$ cat src/hdl/srs_pkg.sv
// Constants, state codes and reset synchroniser for the startup sequencer
`timescale 1ns/1ns
`default_nettype none
package srs_pkg;
  // Core clock rate
  localparam int unsigned CLK_HZ       = 25_000_000;
  localparam int unsigned CYC_PER_US   = CLK_HZ / 1_000_000;
  // Times in microseconds, as specified
  localparam int unsigned POR_TYP_US   = 3000;
  localparam int unsigned POR_MIN_US   = 1500;
  localparam int unsigned CLKREQ_US    = 120;
  localparam int unsigned SLEEP_MIN_US = 4200;
  // Cycle counts derived from the times (exact at whole MHz)
  localparam int unsigned POR_TYP_CYC   = POR_TYP_US * CYC_PER_US;
  localparam int unsigned POR_MIN_CYC   = POR_MIN_US * CYC_PER_US;
  localparam int unsigned CLKREQ_CYC    = CLKREQ_US * CYC_PER_US;
  localparam int unsigned SLEEP_MIN_CYC = SLEEP_MIN_US * CYC_PER_US;
  // Low-power clock edges needed to call it present
  localparam int unsigned LPO_EDGES_MIN = 4;
  // Sequencer states, one-hot
  typedef enum logic [2:0] {
    SRS_HOLD  = 3'h1,
    SRS_SLEEP = 3'h2,
    SRS_RUN   = 3'h4
  } srs_state_e;
endpackage

// Reset synchroniser: asserts at once, releases after two clock edges
module srs_reset_sync (
  // Clock and raw reset
  input  wire logic clk_in,
  input  wire logic raw_rst_in,
  // Synchronised reset, active high
  output logic      sync_rst_out
);
  logic stage1;
  logic stage2;

  // Async assertion loads constants only; release walks two stages
  always_ff @(posedge clk_in or posedge raw_rst_in) begin
    if (raw_rst_in) begin
      stage1 <= 1'b1;
      stage2 <= 1'b1;
    end else begin
      stage1 <= 1'b0;
      stage2 <= stage1;
    end
  end

  assign sync_rst_out = stage2;
endmodule
`default_nettype wire

$ cat src/hdl/srs_startup_reset_sequencer.sv
// Chip reset combiner and post-reset startup sequencer
`timescale 1ns/1ns
`default_nettype none
module srs_startup_reset_sequencer #(
  parameter int unsigned POR_CYCLES    = srs_pkg::POR_TYP_CYC,
  parameter int unsigned SLEEP_CYCLES  = srs_pkg::SLEEP_MIN_CYC,
  parameter int unsigned CLKREQ_CYCLES = srs_pkg::CLKREQ_CYC,
  parameter int unsigned LPO_EDGES     = srs_pkg::LPO_EDGES_MIN,
  parameter bit          HAS_CLK_REQ   = 1'b1
) (
  // Clock and power-up reset
  input  wire logic clk_in,
  input  wire logic rst_in,
  // Board side reset and supply
  input  wire logic ext_reset_n_in,
  input  wire logic core_supply_ok_in,
  // Board side clocks and straps
  input  wire logic low_power_clock_in,
  input  wire logic ext_osc_ref_present_in,
  // Reset and sequence status
  output logic      global_reset_out,
  output logic      por_active_out,
  output logic      sleep_out,
  output logic      boot_enable_out,
  // Clock selections
  output logic      ref_use_crystal_out,
  output logic      lpo_use_internal_out,
  // Clock request pin
  output logic      clk_req_out,
  output logic      clk_req_oe_out
);
  localparam int unsigned POR_W = $clog2(POR_CYCLES + 1);
  localparam int unsigned SEQ_W = $clog2(SLEEP_CYCLES + 1);
  localparam int unsigned LPO_W = $clog2(LPO_EDGES + 1);

  // Parameter checks
  if (POR_CYCLES < 1 || SLEEP_CYCLES < 2) begin : g_bad_counts
    $error("srs: counts too small");
  end
  if (CLKREQ_CYCLES < 1 || CLKREQ_CYCLES >= SLEEP_CYCLES) begin : g_bad_req
    $error("srs: clock request must fall inside sleep");
  end
  if (LPO_EDGES < 1) begin : g_bad_lpo
    $error("srs: low-power edge threshold must be positive");
  end

  // ---------------- Power-on reset timer ----------------
  logic [POR_W-1:0] por_cnt;
  logic [POR_W-1:0] next_por_cnt;
  logic             por_active;
  logic             next_por_active;

  // Count while supply is good; any dip restarts the timer
  always_comb begin
    next_por_cnt = por_cnt;
    if (!core_supply_ok_in) begin
      next_por_cnt = '0;
    end else if (por_active) begin
      next_por_cnt = por_cnt + POR_W'(1);
    end
    // Flag registered so the async reset path sees no compare glitches
    next_por_active = (next_por_cnt < POR_W'(POR_CYCLES));
  end

  always_ff @(posedge clk_in) begin
    if (rst_in) begin
      por_cnt    <= '0;
      por_active <= 1'b1;
    end else begin
      por_cnt    <= next_por_cnt;
      por_active <= next_por_active;
    end
  end

  // ---------------- Reset combination ----------------
  logic raw_rst;
  logic glob_rst;

  // Any of the three sources holds the chip; last to let go releases it
  assign raw_rst = rst_in | ~ext_reset_n_in | por_active;

  // Clean release into the core clock
  srs_reset_sync u_sync (
    .clk_in       (clk_in),
    .raw_rst_in   (raw_rst),
    .sync_rst_out (glob_rst)
  );

  // ---------------- Startup sequence ----------------
  srs_pkg::srs_state_e state;
  srs_pkg::srs_state_e next_state;
  logic [SEQ_W-1:0]    seq_cnt;
  logic [SEQ_W-1:0]    next_seq_cnt;
  logic                clk_req;
  logic                next_clk_req;
  logic                lpo_prev;
  logic [LPO_W-1:0]    lpo_edges;
  logic [LPO_W-1:0]    next_lpo_edges;
  logic                lpo_internal;
  logic                next_lpo_internal;
  logic                ref_crystal;
  logic                next_ref_crystal;
  logic                lpo_edge;

  assign lpo_edge = low_power_clock_in & ~lpo_prev;

  // Sleep timing, clock request and clock choices
  always_comb begin
    next_state        = state;
    next_seq_cnt      = seq_cnt;
    next_clk_req      = clk_req;
    next_lpo_edges    = lpo_edges;
    next_lpo_internal = lpo_internal;
    next_ref_crystal  = ref_crystal;
    case (state)
      srs_pkg::SRS_HOLD: begin
        // Strap tracked while held, frozen at release
        next_ref_crystal = ~ext_osc_ref_present_in;
        next_seq_cnt     = '0;
        next_state       = srs_pkg::SRS_SLEEP;
      end
      srs_pkg::SRS_SLEEP: begin
        next_seq_cnt = seq_cnt + SEQ_W'(1);
        if (HAS_CLK_REQ && seq_cnt == SEQ_W'(CLKREQ_CYCLES - 1)) begin
          next_clk_req = 1'b1;
        end
        if (lpo_edge && lpo_edges < LPO_W'(LPO_EDGES)) begin
          next_lpo_edges = lpo_edges + LPO_W'(1);
        end
        if (seq_cnt == SEQ_W'(SLEEP_CYCLES - 1)) begin
          next_state        = srs_pkg::SRS_RUN;
          next_lpo_internal = (lpo_edges < LPO_W'(LPO_EDGES));
        end
      end
      srs_pkg::SRS_RUN: begin
        next_state = srs_pkg::SRS_RUN;
      end
      default: begin
        next_state = srs_pkg::SRS_HOLD;
      end
    endcase
  end

  // Everything but the strap copy and lpo_prev restarts with global reset
  always_ff @(posedge clk_in) begin
    lpo_prev    <= low_power_clock_in;
    ref_crystal <= next_ref_crystal;
    if (glob_rst) begin
      state        <= srs_pkg::SRS_HOLD;
      seq_cnt      <= '0;
      clk_req      <= 1'b0;
      lpo_edges    <= '0;
      lpo_internal <= 1'b0;
    end else begin
      state        <= next_state;
      seq_cnt      <= next_seq_cnt;
      clk_req      <= next_clk_req;
      lpo_edges    <= next_lpo_edges;
      lpo_internal <= next_lpo_internal;
    end
  end

  // Outputs
  assign global_reset_out     = glob_rst;
  assign por_active_out       = por_active;
  assign sleep_out            = (state == srs_pkg::SRS_SLEEP);
  assign boot_enable_out      = (state == srs_pkg::SRS_RUN);
  assign ref_use_crystal_out  = ref_crystal;
  assign lpo_use_internal_out = lpo_internal;
  assign clk_req_out          = clk_req;
  assign clk_req_oe_out       = HAS_CLK_REQ;

  // ---------------- Checks ----------------
  property p_ext_hold;
    @(posedge clk_in) disable iff (rst_in)
      !ext_reset_n_in |=> ##1 (glob_rst && !boot_enable_out);
  endproperty
  a_ext_hold: assert property (p_ext_hold)
    else $error("external reset did not hold startup");

  property p_por_alone;
    @(posedge clk_in) disable iff (rst_in)
      ($fell(por_active) && ext_reset_n_in)[*1] ##1 ext_reset_n_in[*2]
        |=> !glob_rst;
  endproperty
  a_por_alone: assert property (p_por_alone)
    else $error("startup did not follow power-on release");

  property p_either_holds;
    @(posedge clk_in) disable iff (rst_in)
      (por_active || !ext_reset_n_in) |=> glob_rst;
  endproperty
  a_either_holds: assert property (p_either_holds)
    else $error("global reset released while a source asserted");

  property p_por_length;
    @(posedge clk_in) disable iff (rst_in)
      $fell(por_active) |-> $past(por_cnt) == POR_W'(POR_CYCLES - 1);
  endproperty
  a_por_length: assert property (p_por_length)
    else $error("power-on reset length wrong");

  property p_clk_req_time;
    @(posedge clk_in) disable iff (rst_in)
      $rose(clk_req_out) |->
        $past(seq_cnt) == SEQ_W'(CLKREQ_CYCLES - 1) && $past(sleep_out);
  endproperty
  a_clk_req_time: assert property (p_clk_req_time)
    else $error("clock request raised at wrong time");

  property p_sleep_min;
    @(posedge clk_in) disable iff (rst_in)
      $rose(boot_enable_out) |->
        $past(seq_cnt) == SEQ_W'(SLEEP_CYCLES - 1) && $past(sleep_out);
  endproperty
  a_sleep_min: assert property (p_sleep_min)
    else $error("sleep ended early");

  property p_ref_frozen;
    @(posedge clk_in) disable iff (rst_in)
      (state != srs_pkg::SRS_HOLD) && $past(state != srs_pkg::SRS_HOLD)
        |-> $stable(ref_use_crystal_out);
  endproperty
  a_ref_frozen: assert property (p_ref_frozen)
    else $error("reference choice changed after release");

  property p_lpo_choice;
    @(posedge clk_in) disable iff (rst_in)
      $rose(boot_enable_out) |->
        lpo_use_internal_out == ($past(lpo_edges) < LPO_W'(LPO_EDGES));
  endproperty
  a_lpo_choice: assert property (p_lpo_choice)
    else $error("low-power clock choice wrong");

  property p_sync_release;
    @(posedge clk_in) disable iff (rst_in)
      $fell(raw_rst) |-> glob_rst ##1 glob_rst;
  endproperty
  a_sync_release: assert property (p_sync_release)
    else $error("global reset released without two stages");
endmodule
`default_nettype wire

$ cat config.mk
export PLATFORM = sky130hd
export DESIGN_NAME = srs_startup_reset_sequencer
export DESIGN_NICKNAME = d
export VERILOG_FILES = /design/src/hdl/srs_pkg.sv /design/src/hdl/srs_startup_reset_sequencer.sv
export SDC_FILE = /design/constraint.sdc
export NUM_CORES = 1
export LEC_CHECK = 0
export BUFFER_PORTS_ARGS = -buffer_cell sky130_fd_sc_hd__buf_2
export CORE_ASPECT_RATIO = 1.2
export CORE_MARGIN = 5
export CORE_UTILIZATION = 30
export DETAILED_ROUTE_END_ITERATION = 8
export SLEW_MARGIN = 20
export SYNTH_ARGS = -nofsm -noshare
export SYNTH_HDL_FRONTEND = slang
export SYNTH_SLANG_ARGS = --single-unit
$ cat constraint.sdc
create_clock -name clk_in -period 1.2 [get_ports clk_in]
set_clock_uncertainty 0.1 [all_clocks]
set_input_delay 0.06 -clock clk_in [delete_from_list [all_inputs] [get_ports clk_in]]
set_output_delay 0.06 -clock clk_in [all_outputs]
set_load 0.05 [all_outputs]
==> metrics.md <==
| Metric | Value |
|---|---|
| Vias/cell | `4.97` |
| Crit-path max cell delay | `0.58 ns` |
| Num CTS Buffers | `5` |
| Post-DP Area | `3160 um2` |
| DRT Pass-1 Iters | `4` |
| Critical Path Start | `por_cnt[7]$_SDFF_PP0_` |
| Post-synth EDFFs | `1` |
| Synth cell types | `55` |
| Crit-path max FO | `4` |
| Initial antenna violation count | `0` |
| CORE AREA | `7320 um2` |
| Cell count after synthesis | `272` |
| Worst Setup EP | `por_active_out$_SDFF_PP1_` |
| Unrepaired setup endpoints after global routing | `yes` |
| Avg WL per Cell | `14.1 um` |
| Clock share of power | `32.9%` |
| CP Launch Type | `register` |
| Gpl congestion | `0.808` |
| Antenna-violating nets left | `0` |
| Fill count | `617` |
| Fmax | `536 MHz` |
| FFs w/ async S/R, synth | `4.26%` |
| Vias in the first global route | `2452` |
| Worst reg2reg setup slack | `-0.67 ns` |
| Area Overhead vs Synth | `78.4%` |
| Design area | `4030 um2` |
| Mean Syn Cell Area | `8.30 um2` |
| Power after layout | `3.16 mW` |
| Leakage Power | `1.62 nW` |
| Hold Fails Final Rpt | `0` |
| Initial Utilization | `30.9%` |
| Largest net degree at the start of global routing | `16` |
| Clk slew on worst S/H paths | `0.09 ns` |
| Number of top-level pins | `14` |
| Outcome | `complete, but fails checks` |
| Part of the power in registers | `50.8%` |
| Most frequent cells in the layout | `buf_4, nor2_1, buf_6, dfxtp_1, nand2_1` |
| Worst vdd ir | `0.000492 V` |
| Reg2Reg Depth | `6` |
| Final WS setup | `-0.667 ns` |
| Mapped Area | `2260 um2` |
| H-tree levels | `2` |
| P per Cell Area | `785 nW/um2` |
| Cell-internal power | `2.31 mW` |
| Multi-input gate area | `1680 um2` |
| FF-to-FF End | `por_active_out$_SDFF_PP1_` |
| WHS | `0.0279 ns` |
| CP cell instances | `nand4_1 -> or4_4 -> xor2_1 -> a31o_1 -> a211oi_2 -> o21ai_1` |
| Layout cell share with drive strength beyond 1 | `60.7%` |
| Setup_tns | `-13.90 ns` |
| Inserted Diodes | `0` |
| Synth Warn # | `0` |
| Max Root-Sink Buffers | `2` |
| Total Routing Usage GR | `14.9%` |
| Final Setup Violations | `44` |
| Root buffer cell | `clkbuf_8` |
| Hold/Removal Path Class | `in2reg` |
| #FFs+latches synth | `47` |
| Period minus WS final | `1.87 ns` |
| Slowest cell on crit path | `or4_4` |
| Port bufs | `12` |
| Syn Nets | `281` |
| Part of the cycle the worst path needs | `156%` |
| Via count | `2370` |
| Die height | `105 um` |
| Max Cap Viol | `0` |
| WP data required | `1.30 ns` |
| Clk_lat worst skew | `0.31 ns` |
| Full die area | `9370 um2` |
| First-pass GRT wire length | `11.2 mm` |
| Num Clock Sinks | `47` |
| Most common cell after layout, fill and taps aside | `buf_4` |
| Die outline width | `89.2 um` |
| HPWL after DPL | `4.38 mm` |
| Post-Place Worst Slack | `-0.669 ns` |
| Switching portion of total power | `27.1%` |
| Residual DRC | `0` |
| CTS tree | `yes` |
| Routed wire length | `6.70 mm` |
| Number of nets in the layout | `395` |
| Combinational share of power | `16.3%` |
| CP Capture Type | `register` |
| Synth Flop Type | `dfxtp_1` |
| Initial DRC count | `109` |
| FF+latch area | `1020 um2` |
| Critical path data arrival time | `1.97 ns` |
| Crit Path Category | `reg2reg` |
| Net switching power | `857 uW` |
| Grt ovf | `0` |
| Sequential area share after synthesis | `42.7%` |
| FP Rows | `34` |
| Failing checks | `setup timing` |
| Max Slew Vio Count | `0` |
| Reg-to-Reg Start | `por_cnt[7]$_SDFF_PP0_` |
==> what timing repair did <==
| item | CTS | global route |
|---|---|---|
| endpoints found under the hold margin | 5 | 0 |
| setup buffers | 26 | 17 |
| hold buffers | 4 | 0 |
| pin swaps | 50 | 28 |
| gates resized for setup | 102 | 40 |
| endpoints found under the setup margin | 45 | 48 |
==> critical path: cells and delay by family (launching register included) <==
| family | cells | cell delay, ns |
|---|---|---|
| AO/OA/AOI/OAI | 3 | 0.48 |
| XOR/XNOR | 1 | 0.17 |
| flip-flops | 1 | 0.34 |
| AND/OR/NAND/NOR | 2 | 0.68 |
==> metrics by stage <==
stage | util [%] | std cells
6_report | 55.1 | 477
3_3_place_gp | 43.2 | 437
5_1_grt | 55.1 | 477
4_1_cts | 52.4 | 468
3_5_place_dp | 43.2 | 437
2_1_floorplan | - | 272
==> power by group through the flow <==
stage	clock (mW)	combinational [mW]	sequential (mW)
after floorplan	0	0.209	1.68
after global placement	0	0.343	1.65
after CTS	1.07	0.443	1.61
final	1.04	0.517	1.61
after detailed placement	0	0.343	1.65
after global routing	1.14	0.552	1.61
==> sequential cells by signal, indices dropped and copies added, names as in the netlist <==
signal and cells:
por_cnt 17, seq_cnt 17, lpo_edges 3, state 3, clk_req_out 1, lpo_prev 1, lpo_use_internal_out 1, por_active_out 1
ref_use_crystal_out 1, u_sync.stage1 1, u_sync.sync_rst_out 1
==> metal layers <==
layer	vias to the layer above	wire length, um	GRT usage [%]
met5	-	0	0
li1	1187	-	-
met3	9	171	3.62
met2	33	3700	27.4
met4	0	97	4.15
met1	1141	2740	16.5
==> synthesized netlist by cell type (2+ instances only) <==
cell type	count	area, um2
buf_4	3	22.5
ha_1	3	37.5
clkbuf_1	7	26.3
nand2_1	27	101
nor2_1	47	176
conb_1	2	7.51
o21ai_1	2	10.0
o21a_1	2	15.0
xor2_1	9	78.8
and4_2	2	20.0
a311oi_1	3	26.3
dfxtp_1	44	881
and2_1	2	12.5
inv_1	4	15.0
a41oi_1	2	17.5
nor4_1	4	25.0
or4_1	2	15.0
nor3b_1	3	22.5
nand3_1	13	65.1
nand4_1	7	43.8
dfstp_2	2	52.6
mux2_2	3	33.8
and3_1	5	31.3
a31oi_1	3	18.8
xnor2_1	6	52.6
or3_1	2	12.5
nor3_1	7	35.0
a21oi_1	13	65.1
mux2i_1	2	20.0
o21ai_0	13	65.1
a211oi_1	2	15.0
buf_1	2	7.51
or2_2	2	12.5
==> final cells by class <==
class                   instances  area share, %
flip-flops and latches         47           25.3
well taps                      90           2.79
multi-input cells             206           41.6
clock buffers                   6           2.05
inverters                       5          0.652
clock inverters                 2          0.404
repair buffers                121           27.2
==> cells by family after synthesis <==
kind of cell | share of synthesized area (%)
AO/OA/AOI/OAI | 13.5
XOR/XNOR | 5.82
AND/OR/NAND/NOR | 29.9
multiplexers | 2.38
buffers and inverters | 3.77
other | 0.333
adder cells (fa/ha/maj) | 1.66
flip-flops | 42.7
==> worst min path at each step <==
stage,startpoint,end,cells after the start
global route,core_supply_ok_in,por_cnt[13]$_SDFF_PP0_,4
CTS,core_supply_ok_in,por_cnt[13]$_SDFF_PP0_,4
detailed placement,low_power_clock_in,lpo_prev$_DFF_P_,1
global placement,low_power_clock_in,lpo_prev$_DFF_P_,1
floorplan,low_power_clock_in,lpo_prev$_DFF_P_,0
finish,core_supply_ok_in,por_cnt[13]$_SDFF_PP0_,4
Note: power is estimated with default switching activity, not from simulation.
